File: config.mk
export PLATFORM = sky130hd
export DESIGN_NAME = render_state_packet_decoder
export DESIGN_NICKNAME = d
export VERILOG_FILES = /design/src/rtl/render_state_pkg.sv /design/src/rtl/render_state_packet_decoder.sv
export VERILOG_INCLUDE_DIRS = /design/src /design/src/rtl
export SDC_FILE = /design/constraint.sdc
export NUM_CORES = 1
export LEC_CHECK = 0
export BUFFER_PORTS_ARGS = -buffer_cell sky130_fd_sc_hd__clkbuf_2
export CELL_PAD_IN_SITES_DETAIL_PLACEMENT = 0
export CELL_PAD_IN_SITES_GLOBAL_PLACEMENT = 1
export CORE_ASPECT_RATIO = 0.7
export CORE_MARGIN = 2
export CORE_UTILIZATION = 32
export DETAILED_ROUTE_END_ITERATION = 7
export PLACE_DENSITY_LB_ADDON = 0.1
export RECOVER_POWER = 50
export REMOVE_ABC_BUFFERS = 1
export SYNTH_ARGS = -nofsm -noshare
export SYNTH_HDL_FRONTEND = slang
export SYNTH_SLANG_ARGS = --single-unit
export TNS_END_PERCENT = 100
File: constraint.sdc
create_clock -name clk_sys -period 1.8 [get_ports clk_sys]
set_clock_uncertainty 0.15 [all_clocks]
set_input_delay 0.09 -clock clk_sys [delete_from_list [all_inputs] [get_ports clk_sys]]
set_output_delay 0.09 -clock clk_sys [all_outputs]
set_load 0.02 [all_outputs]
File: src/rtl/render_state_map.svh
// offsets, field positions, codes and reset values of the render-state decoder
`ifndef RENDER_STATE_MAP_SVH
`define RENDER_STATE_MAP_SVH
`define RS_CLIENT_RENDER 3'h3
`define RS_TYPE_CULL_SHADE 5'h02
`define RS_TYPE_BOOL_ONE 5'h03
`define RS_TYPE_BOOL_TWO 5'h04
`define RS_TYPE_FOG_COLOR 5'h15
`define RS_TYPE_NARROW_NP 5'h1c
`define RS_TYPE_MULTIWORD_NP 5'h1d
`define RS_OPC_DRAW_RECT 8'h80
`define RS_OPC_SCISSOR_EN 5'h10
`define RS_LEN_DRAW_RECT 16'h0003
`define RS_CULL_NONE 3'h1
`define RS_CULL_BOTH 3'h4
`define RS_CULL_RESET 3'h1
`define RS_BIT_ALPHA_SHADE 10
`define RS_BIT_FOG_SHADE 8
`define RS_BIT_SPEC_SHADE 6
`define RS_BIT_COLOR_SHADE 4
`define RS_BIT_Z_EN 0
`define RS_BIT_BLEND_EN 2
`define RS_BIT_ALPHA_TEST 4
`define RS_BIT_FOG_EN 6
`define RS_BIT_SPEC_EN 8
`define RS_BIT_ZBIAS_EN 10
`define RS_BIT_CHROMA_KEY 12
`define RS_BIT_INDEX_KEY 14
`define RS_BIT_ALPHA_SETUP 16
`define RS_BIT_SPEC_SETUP 18
`define RS_BIT_ZBUF_WR 0
`define RS_BIT_FBUF_WR 2
`define RS_BIT_COLOR_DITHER 8
`define RS_BIT_SPEC_DITHER 10
`define RS_BIT_FOG_DITHER 12
`define RS_BIT_ALPHA_DITHER 14
`define RS_BIT_MAP_CACHE 16
`define RS_BIT_SCISSOR_ID 16
`define RS_BIT_CLIP_DISABLE 31
`define RS_ADDR_STATUS 32'h0000_0000
`define RS_ADDR_BOOL_ONE 32'h0000_0004
`define RS_ADDR_BOOL_TWO 32'h0000_0008
`define RS_ADDR_SHADE 32'h0000_000c
`define RS_ADDR_FOG 32'h0000_0010
`define RS_ADDR_CLIP_MIN 32'h0000_0014
`define RS_ADDR_CLIP_MAX 32'h0000_0018
`define RS_ADDR_ORIGIN 32'h0000_001c
`define RS_ADDR_CONTROL 32'h0000_0020
`endif

File: src/rtl/render_state_pkg.sv
// types shared by the render-state decoder
package render_state_pkg;
  typedef struct packed {
    logic htrans_nonseq;
    logic [31:0] haddr;
    logic hwrite;
    logic [2:0] hsize;
    logic [31:0] hwdata;
  } ahb_req_type;
  typedef struct packed {
    logic [31:0] hrdata;
    logic hreadyout;
    logic hresp;
  } ahb_rsp_type;
  typedef struct packed {
    logic clip_disable;
    logic [1:0] x_bias;
    logic [1:0] y_bias;
    logic [9:0] ymin;
    logic [10:0] xmin;
    logic [9:0] ymax;
    logic [10:0] xmax;
    logic [10:0] origin_y;
    logic [11:0] origin_x;
  } draw_rect_type;
  typedef enum logic [1:0] {dec_idle, dec_rect} dec_state_type;
endpackage

File: src/rtl/render_state_packet_decoder.sv
// render-state packet decoder with held state and an ahb-lite status view
//
// Overview of operation
// [RULE1] - mask bit set loads field, else hold
// [RULE2] - shade modes bits 10,8,6,4; 1 flat
// [RULE3] - cull field 2:0; reserved codes ignored
// [RULE4] - client 3, type 03h/04h boolean packets
// [RULE5] - boolean one enables at even bits 0-10
// [RULE6] - specular setup tied to specular enable
// [RULE7] - alpha setup enable at bit 16
// [RULE8] - chroma key bit 12, index key 14
// [RULE9] - sender flushes after mapping cache change
// [RULE10] - dither enables bits 14,12,10,8 packet two
// [RULE11] - frame and depth write enables gate writes
// [RULE12] - fog color red, green, blue fields
// [RULE13] - fog color is type 15h non-pipelined
// [RULE14] - drawing rect 1Dh, opcode 80h, four words
// [RULE15] - payload bit 31 clear enables clipping
// [RULE16] - x and y dither bias fields
// [RULE17] - clipped corners: 10-bit y, 11-bit x
// [RULE18] - signed origin y 26:16, x 11:0
// [RULE19] - sender clips rectangle to screen
// [RULE20] - sender keeps rectangle over one pixel
// [RULE21] - scissor packet 1Ch opcode 10h, id 0
// [RULE22] - only inclusive scissoring exists
// [RULE23] - scissor enable bit 0, mask bit 1
// [RULE24] - reserved encodings ignored, state held
//
// The implementer's own choices: the AHB-Lite register port and the register addresses.
`timescale 1ns/1ns
`include "render_state_map.svh"
module render_state_packet_decoder (
  // clock, reset, enable
  input wire logic clk_sys,
  input wire logic resetn,
  input wire logic clk_en,
  // instruction word stream
  input wire logic cmd_valid,
  input wire logic [31:0] cmd_word,
  output logic cmd_ready,
  // ahb-lite slave
  input wire logic hsel,
  input wire logic [31:0] haddr,
  input wire logic [1:0] htrans,
  input wire logic hwrite,
  input wire logic [2:0] hsize,
  input wire logic [31:0] hwdata,
  input wire logic hready,
  output logic [31:0] hrdata,
  output logic hreadyout,
  output logic hresp,
  // held state toward the pipeline
  output logic [3:0] shade_flat,
  output logic [2:0] cull_mode,
  output logic [19:0] bool_one,
  output logic [16:0] bool_two,
  output logic [15:0] fog_color,
  output render_state_pkg::draw_rect_type draw_rect,
  output logic scissor_enable,
  output logic color_write_gate,
  output logic depth_write_gate,
  output logic packet_error
);
  import render_state_pkg::*;

  logic [3:0] shade_q, shade_d;
  logic [2:0] cull_q, cull_d;
  logic [19:0] b1_q, b1_d;
  logic [16:0] b2_q, b2_d;
  logic [15:0] fog_q;
  draw_rect_type rect_q, rect_d;
  logic scissor_q;
  logic err_q;
  logic stream_off_q;
  dec_state_type state_q;
  logic [1:0] word_q;
  logic [31:0] rdata_q;
  logic [31:0] addr_q;
  logic rd_pend_q, wr_pend_q;

  wire go = clk_en & cmd_valid;
  wire [2:0] client = cmd_word[31:29];
  wire [4:0] stype = cmd_word[28:24];
  wire is_render = (client == `RS_CLIENT_RENDER); // [RULE4]
  wire hdr = go & (state_q == dec_idle) & is_render & ~stream_off_q;
  wire is_shade = hdr & (stype == `RS_TYPE_CULL_SHADE);
  wire is_b1 = hdr & (stype == `RS_TYPE_BOOL_ONE); // [RULE4]
  wire is_b2 = hdr & (stype == `RS_TYPE_BOOL_TWO); // [RULE4]
  wire is_fog = hdr & (stype == `RS_TYPE_FOG_COLOR); // [RULE13]
  wire is_rect = hdr & (stype == `RS_TYPE_MULTIWORD_NP)
    & (cmd_word[23:16] == `RS_OPC_DRAW_RECT)
    & (cmd_word[15:0] == `RS_LEN_DRAW_RECT); // [RULE14]
  // a second rectangle id does not exist, so such a packet is dropped
  wire is_scis = hdr & (stype == `RS_TYPE_NARROW_NP)
    & (cmd_word[23:19] == `RS_OPC_SCISSOR_EN)
    & ~cmd_word[`RS_BIT_SCISSOR_ID]; // [RULE21] [RULE22]
  wire hdr_bad = hdr & ~(is_shade | is_b1 | is_b2 | is_fog | is_rect | is_scis);
  wire cull_ok = (cmd_word[2:0] >= `RS_CULL_NONE)
    & (cmd_word[2:0] <= `RS_CULL_BOTH); // [RULE3] [RULE24]
  wire rect_word = go & (state_q == dec_rect);

  assign cmd_ready = clk_en;

  // per-field masked update of both boolean packets and the shade modes
  genvar g;
  generate
    for (g = 0; g < 10; g = g + 1) begin : gen_b1
      if (g == 9) begin : gen_tied
        // setup specular has no state of its own, so it follows the main enable
        assign b1_d[2*g] = b1_d[`RS_BIT_SPEC_EN]; // [RULE6]
      end else begin : gen_live
        assign b1_d[2*g] = (is_b1 & cmd_word[2*g+1]) ? cmd_word[2*g] : b1_q[2*g]; // [RULE1] [RULE5]
      end
      assign b1_d[2*g+1] = 1'b0;
    end
    for (g = 0; g < 9; g = g + 1) begin : gen_b2
      if (g == 2 || g == 3) begin : gen_rsvd
        // bits 7:4 of packet two are reserved; a sender setting them changes nothing
        assign b2_d[2*g] = 1'b0; // [RULE24]
      end else begin : gen_live
        assign b2_d[2*g] = (is_b2 & cmd_word[2*g+1]) ? cmd_word[2*g] : b2_q[2*g]; // [RULE1] [RULE10]
      end
      if (2*g+1 < 17) begin : gen_odd
        assign b2_d[2*g+1] = 1'b0;
      end
    end
    for (g = 0; g < 4; g = g + 1) begin : gen_shade
      assign shade_d[g] = (is_shade & cmd_word[2*g+5]) ? cmd_word[2*g+4] : shade_q[g]; // [RULE2]
    end
  endgenerate

  assign cull_d = (is_shade & cmd_word[3] & cull_ok) ? cmd_word[2:0] : cull_q; // [RULE3]

  always_comb begin
    rect_d = rect_q;
    if (rect_word) begin
      case (word_q)
        2'd0: begin
          rect_d.clip_disable = cmd_word[`RS_BIT_CLIP_DISABLE]; // [RULE15]
          rect_d.x_bias = cmd_word[27:26]; // [RULE16]
          rect_d.y_bias = cmd_word[25:24]; // [RULE16]
        end
        2'd1: begin
          rect_d.ymin = cmd_word[25:16]; // [RULE17]
          rect_d.xmin = cmd_word[10:0]; // [RULE17]
        end
        2'd2: begin
          rect_d.ymax = cmd_word[25:16]; // [RULE17]
          rect_d.xmax = cmd_word[10:0]; // [RULE17]
        end
        default: begin
          rect_d.origin_y = cmd_word[26:16]; // [RULE18]
          rect_d.origin_x = cmd_word[11:0]; // [RULE18]
        end
      endcase
    end
  end

  always_ff @(posedge clk_sys) begin
    if (!resetn) begin
      shade_q <= 4'h0;
      cull_q <= `RS_CULL_RESET;
      b1_q <= 20'h0_0000;
      b2_q <= 17'h0_0000;
      fog_q <= 16'h0000;
      rect_q <= '0;
      scissor_q <= 1'b0;
    end else if (clk_en) begin
      shade_q <= shade_d;
      cull_q <= cull_d;
      b1_q <= b1_d;
      b2_q <= b2_d;
      rect_q <= rect_d;
      if (is_fog)
        fog_q <= {cmd_word[23:19], cmd_word[15:10], cmd_word[7:3]}; // [RULE12] [RULE13]
      if (is_scis & cmd_word[1])
        scissor_q <= cmd_word[0]; // [RULE23] [RULE1]
    end
  end

  always_ff @(posedge clk_sys) begin
    if (!resetn) begin
      state_q <= dec_idle;
      word_q <= 2'd0;
    end else if (clk_en) begin
      case (state_q)
        dec_idle: begin
          word_q <= 2'd0;
          if (is_rect)
            state_q <= dec_rect; // [RULE14]
        end
        dec_rect: begin
          if (cmd_valid) begin
            word_q <= word_q + 2'd1;
            if (word_q == 2'd3)
              state_q <= dec_idle;
          end
        end
        default: state_q <= dec_idle;
      endcase
    end
  end

  // sticky flag for dropped headers; a new drop wins over a software clear
  wire err_clear = wr_pend_q & clk_en & (addr_q == `RS_ADDR_STATUS) & hwdata[0];
  always_ff @(posedge clk_sys) begin
    if (!resetn)
      err_q <= 1'b0;
    else if (clk_en & hdr_bad)
      err_q <= 1'b1; // [RULE24]
    else if (err_clear)
      err_q <= 1'b0;
  end

  // ahb-lite slave: zero wait states, always okay
  wire take = clk_en & hsel & hready & htrans[1];
  always_ff @(posedge clk_sys) begin
    if (!resetn) begin
      addr_q <= 32'h0000_0000;
      rd_pend_q <= 1'b0;
      wr_pend_q <= 1'b0;
    end else if (clk_en) begin
      rd_pend_q <= take & ~hwrite;
      wr_pend_q <= take & hwrite;
      if (take)
        addr_q <= {haddr[31:2], 2'b00};
    end
  end

  always_ff @(posedge clk_sys) begin
    if (!resetn)
      stream_off_q <= 1'b0;
    else if (wr_pend_q & clk_en & (addr_q == `RS_ADDR_CONTROL))
      stream_off_q <= hwdata[0];
  end

  wire [31:0] rd_mux =
    (haddr[31:2] == `RS_ADDR_STATUS >> 2) ? {29'h0, stream_off_q, state_q == dec_rect, err_q} :
    (haddr[31:2] == `RS_ADDR_BOOL_ONE >> 2) ? {12'h000, b1_q} :
    (haddr[31:2] == `RS_ADDR_BOOL_TWO >> 2) ? {15'h0000, b2_q} :
    (haddr[31:2] == `RS_ADDR_SHADE >> 2) ? {24'h00_0000, scissor_q, shade_q, cull_q} :
    (haddr[31:2] == `RS_ADDR_FOG >> 2) ? {16'h0000, fog_q} :
    (haddr[31:2] == `RS_ADDR_CLIP_MIN >> 2) ? {6'h00, rect_q.ymin, 5'h00, rect_q.xmin} :
    (haddr[31:2] == `RS_ADDR_CLIP_MAX >> 2) ? {6'h00, rect_q.ymax, 5'h00, rect_q.xmax} :
    (haddr[31:2] == `RS_ADDR_ORIGIN >> 2) ? {5'h00, rect_q.origin_y, 4'h0, rect_q.origin_x} :
    (haddr[31:2] == `RS_ADDR_CONTROL >> 2) ?
      {rect_q.clip_disable, 3'h0, rect_q.x_bias, rect_q.y_bias, 23'h0, stream_off_q} :
    32'h0000_0000;

  always_ff @(posedge clk_sys) begin
    if (!resetn)
      rdata_q <= 32'h0000_0000;
    else if (take & ~hwrite)
      rdata_q <= rd_mux;
  end

  assign hrdata = rdata_q;
  assign hreadyout = 1'b1;
  assign hresp = 1'b0;

  assign shade_flat = shade_q;
  assign cull_mode = cull_q;
  // setup specular mirrors the main specular enable
  assign bool_one = b1_q; // [RULE6]
  assign bool_two = b2_q;
  assign fog_color = fog_q;
  assign draw_rect = rect_q;
  assign scissor_enable = scissor_q;
  // buffer writes are gated by held enables; mapping cache flush is the sender's job
  assign color_write_gate = b2_q[`RS_BIT_FBUF_WR]; // [RULE11] [RULE9]
  assign depth_write_gate = b2_q[`RS_BIT_ZBUF_WR]; // [RULE11]
  assign packet_error = err_q;
endmodule

==> out/qor.csv, run 1 <==
metric;value;unit
outcome;finished clean;
drtIter0Drc;574;
regArea;0.00351;mm2
async_flop_share;0;
finalCritPeriodShare;0.992;
synth_area_leaders;dfxtp_1, nand2_1, a21oi_1, buf_4, mux4_2;
cp-end-kind;flop;
cts_max_level;4;
finish.utilization;0.462;
drv_cap;0;
final_area;0.0114;mm2
dieArea;0.0262;mm2
portBuffers;214;
antenna_found_initial;0;
min_delay_path_depth;4;
track_usage;0.253;
num_io_pins;277;
synth_area;0.00797;mm2
routed-via-count;8479;
ant_nets;0;
muxShareOfSynthArea;0.0615;
crit_path_top_delay_cell;dlygate4sd3_1;
synth_warnings;0;
routed-wl-met2;13700;um
top_layer_used;met4;
postSynthAreaPerCell;7.95;um2
nFillCells;2554;
cp.depth;9;
setup_slack;0.0146;ns
route.detailed.drc;0;
slowest_delay;0.55;ns
setup_viol;0;
place_worst_setup_slack;-0.368;ns
switching_share;0.256;
grt_pass1_wl;48800;um
p_leak;4.27;nW
p_per_area;762;mW/mm2
synth_xor_area_frac;0.00220;
cts_inserted_buffers;17;
dp_hpwl;24600;um
syn2layout_area_growth;42.4;%
synth.distinct_cells;66;
cp.arrival;1.95;ns
p_int;6.44;mW
slew_violations;0;
multiInputGateArea;0.00408;mm2
synth_seq_cells;175;
root_buffer;clkbuf_16;
hold_viol;0;
grt_overflow;0;
combPwrFrac;0.096;
dp.cells;1592;
r2r_cells;7;
wire_per_inst;19.8;um
rows;48;
cp.required;1.96;ns
gp_congestion;0.859;
synth_compound_area_frac;0.170;
wl_met1;16700;um
worstSetupStartpointType;input port;
path_clk_slew;0.07;ns
path_cells;dlygate4sd3_1 > clkbuf_2 > nor4b_4 > buf_4 > and4_4 > buf_12 > nand3_1 > mux2i_1 > nor2_1;
rsz0062_at_grt;yes;
vias_per_cell;5.02;
crit_buf_inv;4;
crit_path_max_fanout;7;
synth.most_common_cell;nand2_1;
core-area;0.0246;mm2
pwr-share-seq;0.450;
max_freq;560;MHz
final_layout_size_suffix_gt1_frac;0.228;
crit_family;buffers and inverters;
synthCells;1003;
placed_cell_area;0.0101;mm2
crit_type;input port to flop;
nets;1462;
p_switching;2.22;mW
die_width;193;um
grt_pass1_vias;7762;
synth_adder_area_share;0.00785;
synth_commonest_cells;nand2_1, dfxtp_1, a21oi_1;
hp-class;input port to flop;
synth_edf_count;0;
yosys.area.top_type;dfxtp_1;
start_util;0.325;
met3_length;2760;um
slew_headroom;0.383;
yosys_most_used_dff;dfxtp_1;
tightestPinTransition;0.923;ns
peakVddDrop;0.679;mV
synth_top_area_share;0.439;
p_clk_frac;0.454;
routed_wl;33500;um
synth_top_family_by_area;simple AND/OR/NAND/NOR gates;
whs;0.0247;ns
final_cell_count_no_fill;1688;
drt_first_pass_iters;5;
yosys.area_share.simple;0.242;
grt_max_degree;64;
period_needed;1.79;ns
chipHeight;136;um
clkSinkCount;175;
cts.path.max_buffers;2;
cts_tree;done;
ys_seq_area_frac;0.439;
clk_latency;0.44;ns
[area by class of cell]
class / count / share of cell area
clock buffer: 17 / 0.0375
clock inverter: 15 / 0.0163
timing repair buffer: 406 / 0.237
inverter: 16 / 0.00551
multi-input combinational: 733 / 0.359
sequential: 175 / 0.309
tap: 325 / 0.0358
antenna: 1 / 0.000220
[logic make-up (layout without fill, tap and decap cells)]
logic type,Yosys count,after routing
compound gates,235,235
mux,36,36
buf+inv,118,454
other cells,2,26
simple gates,430,430
flops,175,175
xor+xnor,2,2
fa+ha+maj,5,5
[sequential cells by signal (all words and copies together) (netlist names)]
name	flops
hrdata	29
stream_off_q	1
shade_flat	4
wr_pend_q	1
scissor_enable	1
packet_error	1
addr_q	30
fog_color	16
bool_two	7
draw_rect	70
word_q	2
state_q	1
bool_one	9
cull_mode	3
[worst min-delay path, cell delays in order]
cell and delay, ns:
clkbuf_2 0.21, nor2b_1 0.15, a21oi_1 0.05, nor2_1 0.07
[what timing repair did]
item / 4_1_cts / 5_1_grt
resized for setup: 3 / 30
hold buffers: 61 / 0
setup buffers: 0 / 2
setup endpoints to repair: 6 / 44
hold endpoints to repair: 148 / 0
pin swaps: 0 / 2
[layer usage]
layer | GRT usage | up-vias
met4 | 0.0496 | 0
met1 | 0.388 | 4038
met5 | 0 | -
met3 | 0.0607 | 19
li1 | - | 4112
met2 | 0.356 | 310
[power by group through the flow]
stage / Clock, mW / Combinational [mW] / Sequential, mW
floorplan: 0 / 0.224 / 3.99
global placement: 0 / 0.698 / 3.99
detailed placement: 0 / 0.696 / 3.99
CTS: 3.98 / 0.802 / 3.90
global route: 4.13 / 0.884 / 3.90
finish: 3.93 / 0.827 / 3.89
[through the flow]
step	TNS, ns	power, mW
after floorplan	-159.84	4.21
after global placement	-7.22	4.68
after detailed placement	-5.34	4.68
after CTS	0	8.68
after global routing	-0.877	8.91
final	0	8.65
[path summary, 6_finish.rpt]
path	from	end	slack, ns
max	cmd_word[31]	bool_two[10]	0.01
min	clk_en	wr_pend_q	0.02
max reg2reg	stream_off_q	bool_two[10]	0.02
min reg2reg	addr_q[29]	addr_q[29]	0.30
[layout by cell type, fill, tap and decap left out, types with 4 or more instances in the layout]
master and count:
buf_12 12, conb_1 25, a32o_1 4, inv_6 4, nand2b_1 4, clkinv_4 4, mux2_2 4, buf_6 5
inv_1 15, nand2_1 268, nand3_1 21, clkbuf_1 112, buf_4 114, clkbuf_2 102, a31oi_1 6, clkbuf_16 17
nor3_1 5, a22o_1 5, dlygate4sd3_1 61, nand4_1 14, nor3_2 11, mux4_2 10, nor4_1 13, o31ai_1 11
o21ai_0 23, a21oi_1 154, dfxtp_1 174, ha_1 5, a32oi_1 6, a21boi_0 5, nor2_1 44, and2_1 10
mux2i_1 22, nor4_2 4
(Power assumes the default switching activity.)
==> run 2: changes to the inputs <==
- REMOVE_ABC_BUFFERS: 1 -> not set
==> out/qor.csv, run 2 (synthesized netlist as in run 1, its figures left out) <==
metric;value;unit;change
outcome;finished clean;;
syn2layout_area_growth;41.5;%;
n_antenna_cell;0;;-1
clk_latency;0.44;ns;about the same
ant_nets;0;;unchanged
die_width;193;um;unchanged
route.detailed.drc;0;;unchanged
worstSetupStartpointType;flop;;
tightestPinTransition;0.803;ns;-0.119 ns
cts.path.max_buffers;2;;unchanged
num_io_pins;277;;unchanged
cts_tree;done;;
slew_headroom;0.462;;+0.0798
drv_cap;0;;unchanged
final_area;0.0113;mm2;-0.65%
final_common_cell;nand2_1;;
min-delay-start;haddr[2];;
portBuffers;214;;unchanged
grt_max_degree;59;;-7.8%
track_usage;0.260;;+0.00713
r2r_slack;0.02;ns;about the same
finalCritPeriodShare;0.990;;-0.00187
grt_pass1_vias;7904;;+1.8%
root_buffer;clkbuf_16;;
drtIter0Drc;729;;+27%
final_cell_mix;nand2_1, dfxtp_1, a21oi_1;;
p_per_area;765;mW/mm2;+0.47%
postCtsSetupBuffers;0;;unchanged
finalPower;8.64;mW;-0.18%
wire_per_inst;20.5;um;+3.2%
hold_viol;0;;unchanged
gp_congestion;0.863;;+0.49%
cts_max_level;4;;unchanged
setup_viol;0;;unchanged
cp.arrival;1.95;ns;about the same
routed-via-count;8683;;+2.4%
largest_register_ffs;70;;unchanged
final_layout_size_suffix_gt1_frac;0.217;;-0.0101
rsz0062_at_grt;yes;;
drt_first_pass_iters;4;;-1
clkSinkCount;175;;unchanged
path_clk_slew;0.07;ns;about the same
placed_cell_area;0.0101;mm2;+0.31%
reg2reg_from;stream_off_q;;
max_freq;561;MHz;+0.19%
vias_per_cell;5.15;;+2.5%
start_util;0.325;;unchanged
nets;1462;;unchanged
cp-end-kind;flop;;
whs;0.0742;ns;+0.0495 ns
worstReg2RegEnd;fog_color[8];;
period_needed;1.78;ns;-0.00337 ns
dieArea;0.0262;mm2;unchanged
whs_endpoint;addr_q[2];;
dp_hpwl;26000;um;+5.4%
hp-class;input port to flop;;
peakVddDrop;0.649;mV;-4.5%
crit_path_max_fanout;12;;+5
min_delay_path_depth;4;;unchanged
core-area;0.0246;mm2;unchanged
cts_inserted_buffers;17;;unchanged
finish.utilization;0.459;;-0.00300
cp.required;1.97;ns;about the same
grt_pass1_wl;50200;um;+2.7%
rows;48;;unchanged
p_leak;4.24;nW;-0.79%
slew_violations;0;;unchanged
grt_overflow;0;;unchanged
routed_wl;34500;um;+3.1%
crit_type;flop to flop;;
r2r_cells;6;;-1
antenna_found_initial;1;;+1
chipHeight;136;um;unchanged
run 2: changes by cell type in the layout (fill, tap and decap cells not counted), moves of 3 or more:
cell	previous run	this run
buf_4	114	118
clkbuf_1	112	121
clkbuf_2	102	93
clkbuf_8	0	3
inv_6	4	1
nor3_1	5	12
nor3_2	11	4
run 2: final cells by class:
class / instances / area (um2)
sequential: 175 / 3510
clock inverter: 11 / 134
clock buffer: 20 / 467
fill: 2562 / 13300
inverter: 16 / 62.6
tap: 325 / 407
multi-input combinational: 733 / 4060
timing repair buffer: 406 / 2650
run 2: timing repair:
action	CTS	global route
endpoints found under the hold margin	137	0
cloned	0	0
hold buffers	60	0
setup endpoints to repair	2	39
resized for setup	0	22
pin swaps	0	6
run 2: worst max path at each step:
stage               cells after the start            to    startpoint  slack [ns]
detailed placement                      6    hrdata[21]      haddr[8]       -0.31
floorplan                               6    hrdata[18]     haddr[18]       0.001
global placement                        6    hrdata[21]      haddr[8]       -0.25
global route                            5  cull_mode[1]  stream_off_q       -0.06
CTS                                     6  fog_color[8]  stream_off_q      -0.006
finish                                  6  fog_color[8]  stream_off_q        0.02
run 2: where the power goes:
part | internal, mW | switching (mW)
Combinational | 0.361 | 0.495
Clock | 2.17 | 1.72
Sequential | 3.89 | 0.0105
run 2: through the flow:
stage / setup TNS (ns) / setup slack [ns] / std cells
floorplan: 0 / 0.00116 / 1026
global placement: -2.61 / -0.247 / 1596
detailed placement: -2.74 / -0.309 / 1596
CTS: -0.00922 / -0.00632 / 1687
global route: -0.214 / -0.0634 / 1686
finish: 0 / 0.0180 / 1686
run 2: worst max-delay path, stage by stage, from the launching register on:
cell and delay [ns]:
dfxtp_2 0.35, nor4b_4 0.29, and2_1 0.24, nand4bb_1 0.22
buf_4 0.27, nand2_1 0.08, a21oi_1 0.06
run 2: metal layers:
metal / share of wire / GRT usage / vias up
met2: 0.40 / 0.353 / 313
li1: - / - / 4123
met4: 0.0084 / 0.0505 / 0
met3: 0.085 / 0.0669 / 21
met1: 0.50 / 0.406 / 4226
met5: 0 / 0 / -
